## config.mk

```make
export PLATFORM = sky130hd
export DESIGN_NAME = dsl_sample_latch
export DESIGN_NICKNAME = d
export VERILOG_FILES = /design/src/dsl_pkg.sv /design/src/dsl_fifo_if.sv /design/src/dsl_fifo.sv /design/src/dsl_sample_latch.sv
export SDC_FILE = /design/constraint.sdc
export NUM_CORES = 1
export LEC_CHECK = 0
export BUFFER_PORTS_ARGS = -buffer_cell sky130_fd_sc_hd__buf_2
export CAP_MARGIN = 20
export CORE_AREA = 3 3 215 217
export CTS_CLUSTER_DIAMETER = 50
export DETAILED_ROUTE_END_ITERATION = 12
export DIE_AREA = 0 0 218 220
export GPL_TIMING_DRIVEN = 0
export PLACE_DENSITY_LB_ADDON = 0.12
export SYNTH_ARGS = -nofsm -noshare
export SYNTH_HDL_FRONTEND = slang
export SYNTH_SLANG_ARGS = --single-unit
```

## constraint.sdc

```tcl
create_clock -name ref_clk -period 3 [get_ports ref_clk]
set_input_delay 0.6 -clock ref_clk [delete_from_list [all_inputs] [get_ports ref_clk]]
set_output_delay 0.6 -clock ref_clk [all_outputs]
set_load 0.02 [all_outputs]
```

## src/dsl_pkg.sv

```systemverilog
// package: constants and types for the sample input latch
package dsl_pkg;
  // sample word width, msb is bit 13
  localparam int DSL_WORD_W = 14;
  localparam int DSL_MSB = 13;
  localparam int DSL_LSB = 0;
  // fixed latency in converter clocks with the delay loop bypassed
  localparam int DSL_LAT_CLK = 3;
  // fifo depth on the sample path
  localparam int DSL_FIFO_DEPTH = 16;
  // differential threshold and max swing in mV (signed input units)
  localparam int DSL_DIFF_W = 12;
  localparam logic signed [11:0] DSL_TH_MV = 12'sd100;
  localparam logic signed [11:0] DSL_SWING_MV = 12'sd600;
  // reset value and all-ones code
  localparam logic [13:0] DSL_WORD_RST = 14'h0000;
  localparam logic [13:0] DSL_WORD_ONES = 14'h3fff;
  // path states
  typedef enum logic [1:0] {
    DSL_ST_DOWN = 2'b00,
    DSL_ST_FILL = 2'b01,
    DSL_ST_RUN = 2'b10
  } dsl_state_e;
endpackage : dsl_pkg

```

## src/dsl_fifo_if.sv

```systemverilog
// interface: valid/ready word stream between latch and fifo
interface dsl_fifo_if #(
  parameter int W = 14
);
  logic [W-1:0] data;
  logic valid;
  logic ready;
  modport src (output data, output valid, input ready);
  modport snk (input data, input valid, output ready);
endinterface : dsl_fifo_if

```

## src/dsl_fifo.sv

```systemverilog
// module: parameterised sample fifo with valid/ready both sides
module dsl_fifo #(
  parameter int WIDTH = 14,
  parameter int DEPTH = 16
) (
  // clock and reset
  input wire logic ref_clk,
  input wire logic rst_b,
  // fill side
  dsl_fifo_if.snk in_s,
  // drain side
  output logic [WIDTH-1:0] out_data,
  output logic out_valid,
  input wire logic out_ready,
  output logic [$clog2(DEPTH):0] level
);
  localparam int AW = $clog2(DEPTH);
  logic [WIDTH-1:0] mem [DEPTH];
  logic [AW-1:0] wp_r;
  logic [AW-1:0] rp_r;
  logic [AW:0] cnt_r;
  logic push;
  logic pop;

  // honest flags from the occupancy count
  assign in_s.ready = (cnt_r != AW'(0) + (AW+1)'(DEPTH));
  assign out_valid = (cnt_r != '0);
  assign push = in_s.valid && in_s.ready;
  assign pop = out_valid && out_ready;
  assign out_data = mem[rp_r];
  assign level = cnt_r;

  // storage array, no reset needed on data
  always_ff @(posedge ref_clk) begin
    if (push) begin
      mem[wp_r] <= in_s.data;
    end
  end

  // pointers and count
  always_ff @(posedge ref_clk) begin
    if (!rst_b) begin
      wp_r <= '0;
      rp_r <= '0;
      cnt_r <= '0;
    end else begin
      if (push) begin
        wp_r <= wp_r + AW'(1);
      end
      if (pop) begin
        rp_r <= rp_r + AW'(1);
      end
      if (push && !pop) begin
        cnt_r <= cnt_r + (AW+1)'(1);
      end else if (pop && !push) begin
        cnt_r <= cnt_r - (AW+1)'(1);
      end
    end
  end

  // never reports beyond depth
  a_fifo_bound: assert property (@(posedge ref_clk) disable iff (!rst_b)
    cnt_r <= (AW+1)'(DEPTH))
    else $error("fifo count above depth");
endmodule : dsl_fifo

```

## src/dsl_sample_latch.sv

```systemverilog
// module: differential sample input latch and fixed-latency word path
// What this block does
// - bit is one at +threshold, zero at -threshold differential
// - polarity holds for swings up to the maximum across common mode
// - with loop bypass high, word reaches core three clocks after capture
// - bit 13 is msb, bit 0 lsb on true and complement sets
// - all ones steers full current to the primary output
// - all zeros steers full current to the complement output
// - power-down is asynchronous, active high, pulled low when undriven; here the pin goes through a two-flop synchronizer and acts on clock edges
// - word is unsigned straight binary, primary current linear in code
module dsl_sample_latch
  import dsl_pkg::*;
#(
  parameter int WORD_W = DSL_WORD_W,
  parameter int LAT = DSL_LAT_CLK,
  parameter int DEPTH = DSL_FIFO_DEPTH
) (
  // clock and reset
  input wire logic ref_clk,
  input wire logic rst_b,
  // differential sample lines, each line in signed mV
  input wire logic signed [DSL_DIFF_W-1:0] data_true_mv [WORD_W],
  input wire logic signed [DSL_DIFF_W-1:0] data_comp_mv [WORD_W],
  // control pins
  input wire logic delay_loop_bypass,
  input wire logic power_down,
  // core side: steering word for the current switches
  output logic [WORD_W-1:0] core_word,
  output logic core_valid,
  output logic primary_full_scale,
  output logic complement_full_scale,
  output logic powered_down
);
  // ==========================================
  // resolver
  // decision per differential pair
  function automatic logic resolve_bit(
    input logic signed [DSL_DIFF_W-1:0] p,
    input logic signed [DSL_DIFF_W-1:0] n,
    input logic prev
  );
    logic signed [DSL_DIFF_W:0] d;
    d = {p[DSL_DIFF_W-1], p} - {n[DSL_DIFF_W-1], n};
    if (d >= (DSL_DIFF_W+1)'(DSL_TH_MV)) begin
      resolve_bit = 1'b1;
    end else if (d <= -(DSL_DIFF_W+1)'(DSL_TH_MV)) begin
      resolve_bit = 1'b0;
    end else begin
      resolve_bit = prev; // inside dead band: receiver keeps last level
    end
  endfunction : resolve_bit

  logic [WORD_W-1:0] rx_word;
  logic [WORD_W-1:0] cap_r;
  logic [WORD_W-1:0] cap_nxt;
  logic pd_m_r;
  logic pd_r;
  logic byp_m_r;
  logic byp_r;
  logic cap_vld_r;
  logic [WORD_W-1:0] pipe_r [LAT];
  logic [LAT-1:0] pv_r;
  logic [WORD_W-1:0] fifo_data;
  logic fifo_valid;
  logic [$clog2(DEPTH):0] fifo_level;
  dsl_state_e state_r;
  dsl_fifo_if #(.W(WORD_W)) cap_if ();

  // full swing keeps polarity since difference is wide enough
  // index i maps pair i, bit 13 msb
  always_comb begin
    for (int i = 0; i < WORD_W; i++) begin
      rx_word[i] = resolve_bit(data_true_mv[i], data_comp_mv[i], cap_r[i]);
    end
  end
  assign cap_nxt = rx_word;

  // ==========================================
  // pin synchronisers
  // power-down pin, two flops; the pin pull-down lives in the pad
  always_ff @(posedge ref_clk) begin
    if (!rst_b) begin
      pd_m_r <= 1'b0;
      pd_r <= 1'b0;
      byp_m_r <= 1'b0;
      byp_r <= 1'b0;
    end else begin
      pd_m_r <= power_down;
      pd_r <= pd_m_r;
      byp_m_r <= delay_loop_bypass;
      byp_r <= byp_m_r;
    end
  end

  // ==========================================
  // capture
  // one word taken each rising edge, valid while power-down is low
  always_ff @(posedge ref_clk) begin
    if (!rst_b) begin
      cap_r <= DSL_WORD_RST;
      cap_vld_r <= 1'b0;
    end else begin
      cap_r <= cap_nxt;
      cap_vld_r <= !pd_r;
    end
  end
  assign cap_if.data = cap_r;
  assign cap_if.valid = cap_vld_r;

  // ==========================================
  // latency pipeline
  // fixed delay stages; stage 0 is loaded from the capture register
  always_ff @(posedge ref_clk) begin
    if (!rst_b) begin
      pv_r <= '0;
      for (int i = 0; i < LAT; i++) begin
        pipe_r[i] <= DSL_WORD_RST;
      end
    end else begin
      pipe_r[0] <= cap_r;
      pv_r[0] <= cap_vld_r && byp_r;
      for (int i = 1; i < LAT; i++) begin
        pipe_r[i] <= pipe_r[i-1];
        pv_r[i] <= pv_r[i-1];
      end
    end
  end

  // fifo carries words when the loop is not bypassed; depth soaks jitter
  dsl_fifo #(.WIDTH(WORD_W), .DEPTH(DEPTH)) u_fifo (
    .ref_clk(ref_clk),
    .rst_b(rst_b),
    .in_s(cap_if.snk),
    .out_data(fifo_data),
    .out_valid(fifo_valid),
    .out_ready(state_r == DSL_ST_RUN),
    .level(fifo_level)
  );

  // ==========================================
  // path state
  // power-down overrides everything; fill waits half depth unless bypass is high
  always_ff @(posedge ref_clk) begin
    if (!rst_b) begin
      state_r <= DSL_ST_DOWN;
    end else begin
      case (state_r)
        DSL_ST_DOWN: begin
          if (!pd_r) begin
            state_r <= DSL_ST_FILL;
          end
        end
        DSL_ST_FILL: begin
          if (pd_r) begin
            state_r <= DSL_ST_DOWN;
          end else if (byp_r || fifo_level >= ($clog2(DEPTH)+1)'(DEPTH/2)) begin
            state_r <= DSL_ST_RUN;
          end
        end
        DSL_ST_RUN: begin
          if (pd_r) begin
            state_r <= DSL_ST_DOWN;
          end
        end
        default: begin
          state_r <= DSL_ST_DOWN;
        end
      endcase
    end
  end

  // ==========================================
  // core outputs
  // word passed unchanged as straight binary code
  // all ones flags primary full scale
  // all zeros flags complement full scale
  always_ff @(posedge ref_clk) begin
    if (!rst_b) begin
      core_word <= DSL_WORD_RST;
      core_valid <= 1'b0;
      primary_full_scale <= 1'b0;
      complement_full_scale <= 1'b0;
      powered_down <= 1'b1;
    end else begin
      powered_down <= pd_r;
      if (pd_r) begin
        core_valid <= 1'b0;
      end else if (byp_r) begin
        core_word <= pipe_r[LAT-2];
        core_valid <= pv_r[LAT-2];
        primary_full_scale <= pipe_r[LAT-2] == DSL_WORD_ONES;
        complement_full_scale <= pipe_r[LAT-2] == DSL_WORD_RST;
      end else begin
        core_word <= fifo_data;
        core_valid <= fifo_valid && state_r == DSL_ST_RUN;
        primary_full_scale <= fifo_data == DSL_WORD_ONES;
        complement_full_scale <= fifo_data == DSL_WORD_RST;
      end
    end
  end

  // ==========================================
  // assertions
  a_bypass_latency: assert property (@(posedge ref_clk) disable iff (!rst_b)
    (byp_r && !pd_r && cap_vld_r) ##1 (byp_r && !pd_r)[*3]
      |-> core_word == $past(cap_r, 3) && core_valid)
    else $error("bypass latency not three clocks");
  a_prim_full: assert property (@(posedge ref_clk) disable iff (!rst_b)
    core_word == DSL_WORD_ONES && core_valid |-> primary_full_scale)
    else $error("all ones not primary full scale");
  a_comp_full: assert property (@(posedge ref_clk) disable iff (!rst_b)
    core_word == DSL_WORD_RST && core_valid |-> complement_full_scale)
    else $error("all zeros not complement full scale");
  a_pd_stops: assert property (@(posedge ref_clk) disable iff (!rst_b)
    pd_r |=> !core_valid && powered_down)
    else $error("power-down did not stop output");
  a_bit_high: assert property (@(posedge ref_clk) disable iff (!rst_b)
    (data_true_mv[DSL_MSB] - data_comp_mv[DSL_MSB] >= DSL_TH_MV)
      |=> cap_r[DSL_MSB])
    else $error("msb above threshold not one");
  a_bit_low: assert property (@(posedge ref_clk) disable iff (!rst_b)
    (data_comp_mv[DSL_LSB] - data_true_mv[DSL_LSB] >= DSL_TH_MV)
      |=> !cap_r[DSL_LSB])
    else $error("lsb below threshold not zero");
  a_swing_high: assert property (@(posedge ref_clk) disable iff (!rst_b)
    (data_true_mv[DSL_LSB] - data_comp_mv[DSL_LSB] >= DSL_SWING_MV)
      |=> cap_r[DSL_LSB])
    else $error("lsb at full swing not one");
  a_word_kept: assert property (@(posedge ref_clk) disable iff (!rst_b)
    (byp_r && !pd_r)[*3] |=> core_word == $past(pipe_r[LAT-2], 1))
    else $error("word changed on the way to core");
  a_one_per_clk: assert property (@(posedge ref_clk) disable iff (!rst_b)
    !pd_r |=> cap_vld_r)
    else $error("capture skipped a clock");
  c_bypass_run: cover property (@(posedge ref_clk) byp_r && core_valid);
  c_fifo_run: cover property (@(posedge ref_clk) !byp_r && core_valid);
  c_power_cycle: cover property (@(posedge ref_clk) pd_r ##[1:20] !pd_r);
endmodule : dsl_sample_latch

```

Word-level counts from Yosys, hierarchy flattened
Memory sizes are Yosys's and may differ from the RTL's. A register that Yosys moved wholly into a read port is not among the register bits.
Cells that the tools add are included.
Widths: inputs -> output; s select.

word-level totals
  register bits = 54
  memory bits (writable) = 266
  bits of input ports = 340
  output and inout bits = 18
  memories = 2

memories
  name        depth  width  rd ports  clocked after Yosys merged registers in  wr ports  RTL line                source
  u_fifo.mem  16     14     1         1                                        1         dsl_fifo.sv:18          logic [WIDTH-1:0] mem [DEPTH];
  pipe_r      3      14     2         0                                        3         dsl_sample_latch.sv:61  logic [WORD_W-1:0] pipe_r [LAT];

operators by class
  add/sub/neg operators = 18
  $lt $le $gt $ge = 29
  equal/unequal tests = 8
  mux-type cells = 48
  bitwise operators = 4
  reductions and logical operators = 30

operator list
  operator              number
  $ge 13x8->1 const B   14
  $le 13x8->1 const B   14
  $sub 12x12->13        14
  $mux 14               4
  $mux 1                35
  $reduce_bool 2->1     15
  $eq 14x14->1 const B  2
  $logic_not 14->1      2
  $mux 5                2
  $add 4x1->4 const B   2
  $mux 2                4
  $mux 4                2
  $pmux 2 s3            1
  $add 5x1->5 const B   1
  $ge 5x4->1 const B    1
  $logic_and 1x1->1     5
  $ne 5x5->1 const B    1
  $reduce_bool 5->1     1
  $sub 5x1->5 const B   1
  $ne 2x2->1 const B    2
  $logic_not 1->1       3
  $ne 3x3->1 const B    1
  $or 1x1->1            3
  $reduce_and 3->1      1
  other kinds (6)       6

Depth between registers and ports, before layout
  depth in word-level cells = 6
  mapped depth = 12
  mapped depth without buffers = 12

By module
Synthesis repeated with hierarchy kept, for this count alone.

unflattened totals
  cell total of the unflattened synthesis = 1909
  area total of the unflattened synthesis = 20233.2 µm²

modules (own cells, without submodules)
  module            times used  cells each  area an instance (µm²)  seq. area each (µm²)
  dsl_sample_latch  1           1457        10861.7                 1381.3
  dsl_fifo          1           452         9371.5                  7066.8

Worst setup path before layout
Ideal clock, no wire load.

  kind = input to register
  from = in data_comp_mv[133] in the netlist's numbering
  to = reg cap_r[2] (netlist: cap_if.data[2])
  setup time = 119 ps
  data arrival time = 2736 ps
  required time = 2881 ps
  slack = 144 ps
  stages = 11
  cell sequence = inv_1 ha_1 nor2b_4 o31a_1 or4_4 and3_4 a2111oi_4 a21oi_1 xor2_1 o31ai_1 nand2_1

between the ends
  word-level cells in the longest chain between the ends = 3
  elaborated cells on any way between the ends = 5
  classes of those cells = add/sub: 1; order compare: 2; mux: 1; reduce/logical: 1

RTL lines
  item                                         RTL line                                        source
  start: declaration                           dsl_sample_latch.sv:23                          input wire logic signed [DSL_DIFF_W-1:0] data_comp_mv [WORD_W],
  $sub 12x12->13 (*)                           dsl_sample_latch.sv:43                          d = {p[DSL_DIFF_W-1], p} - {n[DSL_DIFF_W-1], n};
  $ge 13x8->1 or $le 13x8->1 (tied branches)   dsl_sample_latch.sv:44, dsl_sample_latch.sv:46
  $mux 1 or $reduce_bool 2->1 (tied branches)  -
  end signal: assignment                       dsl_sample_latch.sv:103                         cap_r <= cap_nxt;
  end: declaration                             dsl_sample_latch.sv:54                          logic [WORD_W-1:0] cap_r;

Mark *: on every way between the ends. The rest lies on a longest branch, timed or not.
A chain may end at the register's enable or synchronous reset.

==> impl_metrics.env <==
export IMPL_required_ps=3450
export IMPL_synth_seq_cells=310
export IMPL_min_path_cells=2
export IMPL_synthXorXnorAreaFrac_pct=4.606
export IMPL_crit_type="reg -> reg"
export IMPL_regToRegSetupSlack_ps=140
export IMPL_rows=77
export IMPL_finalNonFillerCells=2892
export IMPL_finalSetupViolCount=0
export IMPL_synth_avg_cell_area_um2=10.74
export IMPL_maxCapViolCount=0
export IMPL_root_buffer="clkbuf_16"
export IMPL_clk_pin_slew_worst_paths_ps=60
export IMPL_layout_drive_gt1_share_pct=24.61
export IMPL_placed_cells=2828
export IMPL_max_slew_margin_pct=42.73
export IMPL_cp_arrival_ps=3310
export IMPL_routedWlPerCell_um=16.85
export IMPL_synth_compound_area_share_pct=15.42
export IMPL_core_um2=44320
export IMPL_cts_setup_buffers=0
export IMPL_synth_top_family_by_area="compound AO/OA/AOI/OAI gates"
export IMPL_netlist_area_um2=19970
export IMPL_antenna_found_initial=1
export IMPL_cp_endpoint="complement_full_scale$_SDFFE_PN0N_"
export IMPL_muxShareOfSynthArea_pct=8.598
export IMPL_min_path_type="in -> reg"
export IMPL_viasPerCell=5.348
export IMPL_vdd_drop_max_uv=339.0
export IMPL_endpoint_kind="flip-flop"
export IMPL_p_leak_uw=0.01021
export IMPL_detail_route_antenna_nets=0
export IMPL_clk_latency_ps=520
export IMPL_reg2reg_depth=7
export IMPL_synthAdderAreaFrac_pct=12.60
export IMPL_grt_pass1_wl_mm=76.90
export IMPL_ys_seq_area_share_pct=42.31
export IMPL_rsz0062_at_grt="false"
export IMPL_grt_usage_pct=19.85
export IMPL_firstDrtPassIters=5
export IMPL_synth_ff_type="edfxtp_1"
export IMPL_synth_distinct_cells=75
export IMPL_power_density_nw_per_um2=527.4
export IMPL_status="completed"
export IMPL_syn_nets=2391
export IMPL_drtIter0Drc=936
export IMPL_vias=15470
export IMPL_grt_pass1_vias=15290
export IMPL_synthesis_instances=1859
export IMPL_pre_cts_ws_ps=-231.1
export IMPL_period_minus_slack_ps=2862
export IMPL_dp_hpwl_mm=38.55
export IMPL_slew_viol_final=0
export IMPL_place_gp_congestion=0.8334
export IMPL_critPathLaunchType="flip-flop"
export IMPL_routed_wl_mm=48.73
export IMPL_cts_sinks=310
export IMPL_hold_ws_ps=297.7
export IMPL_die_h_um=220
export IMPL_yosys_area_share_simple_pct=11.77
export IMPL_finalPower_uw=12670
export IMPL_netlist_area_leader_share_pct=33.69
export IMPL_hold_violations=0
export IMPL_fin_crit_sh_pct=95.41
export IMPL_grt_max_degree=20
export IMPL_clk_path_buf_depth=3
export IMPL_io_buffer_count=357
export IMPL_fin_skew_ps=17.87
export IMPL_start_util_pct=45.05
export IMPL_antennaDiodeCount=0
export IMPL_htree_num_levels=2
export IMPL_nets=2805
export IMPL_syn2layout_area_growth_pct=20.28
export IMPL_cts_tree="done"
export IMPL_tightest_slew_ps=859.0
export IMPL_remaining_drc_errors=0
export IMPL_die_w_um=218
export IMPL_synthArstFlopShare_pct=0
export IMPL_die_area_um2=47960
export IMPL_fmax_mhz=349.4
export IMPL_rr_endpoint="complement_full_scale$_SDFFE_PN0N_"
export IMPL_fin_ws_ps=137.6
export IMPL_path_max_fanout=10
export IMPL_synth_edff_count=224
export IMPL_ys_top_cells_by_area="edfxtp_1 34%, ha_1 11%, dfxtp_1 8.6%"
export IMPL_yosys_warnings=0
export IMPL_grt_ovfl_total=0
export IMPL_numCtsBuffers=35
export IMPL_io_pins=358
export IMPL_yosysTopAreaCell="edfxtp_1"
critical path, cell delays in order (launching register included):
cell      delay (ps)
dfxtp_1          340
clkbuf_2         350
buf_2            390
mux4_2           390
mux4_2           530
nor4_1           370
and3_1           240
o221a_1          180
worst min-delay path by stage:
stage / startpoint / to / slack [ps]
2_1_floorplan: state_r[1]$_SDFFE_PN0P_ / state_r[0]$_SDFFE_PN0P_ / 410
3_3_place_gp: pipe_r[0][1]$_SDFF_PN0_ / pipe_r[0][15]$_SDFF_PN0_ / 410
3_5_place_dp: pd_m_r$_SDFF_PN0_ / pd_r$_SDFF_PN0_ / 420
4_1_cts: delay_loop_bypass / byp_m_r$_SDFF_PN0_ / 280
5_1_grt: power_down / pd_m_r$_SDFF_PN0_ / 290
6_report: delay_loop_bypass / byp_m_r$_SDFF_PN0_ / 300
where the power goes:
group / switching, uW / internal, uW
sequential: 285 / 4940
combinational: 1670 / 1530
clock: 1690 / 2550
total: 3650 / 9020
placed cells by master (no fill, tap or decap), types with 23 or more instances in the layout:
cell,netlist,layout
nand2_1,79,78
a21oi_1,87,87
nor2b_1,44,44
buf_2,4,361
mux4_2,61,61
clkbuf_16,0,38
o21ai_0,97,97
inv_1,201,201
xnor2_1,71,71
and2_1,35,35
mux2i_1,23,23
o21a_1,58,58
nor3_1,34,30
edfxtp_1,224,224
nand2b_1,36,36
nor2_1,136,124
o31a_1,31,31
xor2_1,34,34
clkbuf_1,21,24
dfxtp_1,86,86
ha_1,177,177
kinds of logic after synthesis:
logic type | count (synthesis)
buffers and inverters | 241
xor gates and xnor gates | 105
muxes | 94
and+or+nand+nor | 465
AOI/OAI and AO/OA | 452
DFF | 310
adders and majority gates | 192
stage by stage:
| stage | TNS [ps] | utilization, % | cell area [um^2] |
|---|---|---|---|
| 2_1_floorplan | 0 | - | 19970 |
| 3_3_place_gp | -95130 | 50.76 | 22490 |
| 3_5_place_dp | -1383 | 51.46 | 22810 |
| 4_1_cts | 0 | 54.13 | 23990 |
| 5_1_grt | 0 | 54.19 | 24020 |
| 6_report | 0 | 54.19 | 24020 |
what timing repair did:
item,in CTS,in global routing
resized for setup,3,7
hold buffers,0,0
setup endpoints to repair,6,3
endpoints found under the hold margin,0,0
gates cloned,0,0
cell usage after synthesis (6+ instances only):
cell       number
a2111oi_0       7
a211oi_1       19
a21boi_0       19
a21o_1         16
a21oi_1        87
a31oi_1        19
and2_1         35
and3_1          7
clkbuf_1       21
dfxtp_1        86
edfxtp_1      224
fa_1           15
ha_1          177
inv_1         201
mux2_2         10
mux2i_1        23
mux4_2         61
nand2_1        79
nand2b_1       36
nand3_1        22
nand3b_1        6
nand4_1        12
nor2_1        136
nor2b_1        44
nor3_1         34
nor4_1         13
o211a_1         7
o21a_1         58
o21ai_0        97
o21bai_1        6
o31a_1         31
o31ai_1        18
o41ai_1         7
or2_2          13
or3_1          11
xnor2_1        71
xor2_1         34
layout make-up:
class,instances,area (um^2)
fillers,3935,20300
multi-input cells,1308,10660
flip-flops and latches,310,8448
repair buffers,377,2049
clock buffers,50,1047
inverters,205,769.5
well taps,592,740.7
plain buffers,36,175.2
clock inverters,14,130.1
metal layers:
metal,GRT usage [%],wire length [um],vias up
li1,-,-,7693
met1,26.29,21520,7329
met2,35.35,23910,385
met3,2.565,2579,58
met4,3.457,702,2
met5,0,13,-
sequential cells by signal, indices dropped and copies added (netlist names), 2 cells and up, named ones only:
signal,cells
cap_if.data,14
core_word,14
pipe_r,28
pv_r,2
state_r,2
u_fifo.level,5
u_fifo.mem,224
u_fifo.rp_r,4
u_fifo.wp_r,4
Note: power is estimated with default switching activity, not from simulation.
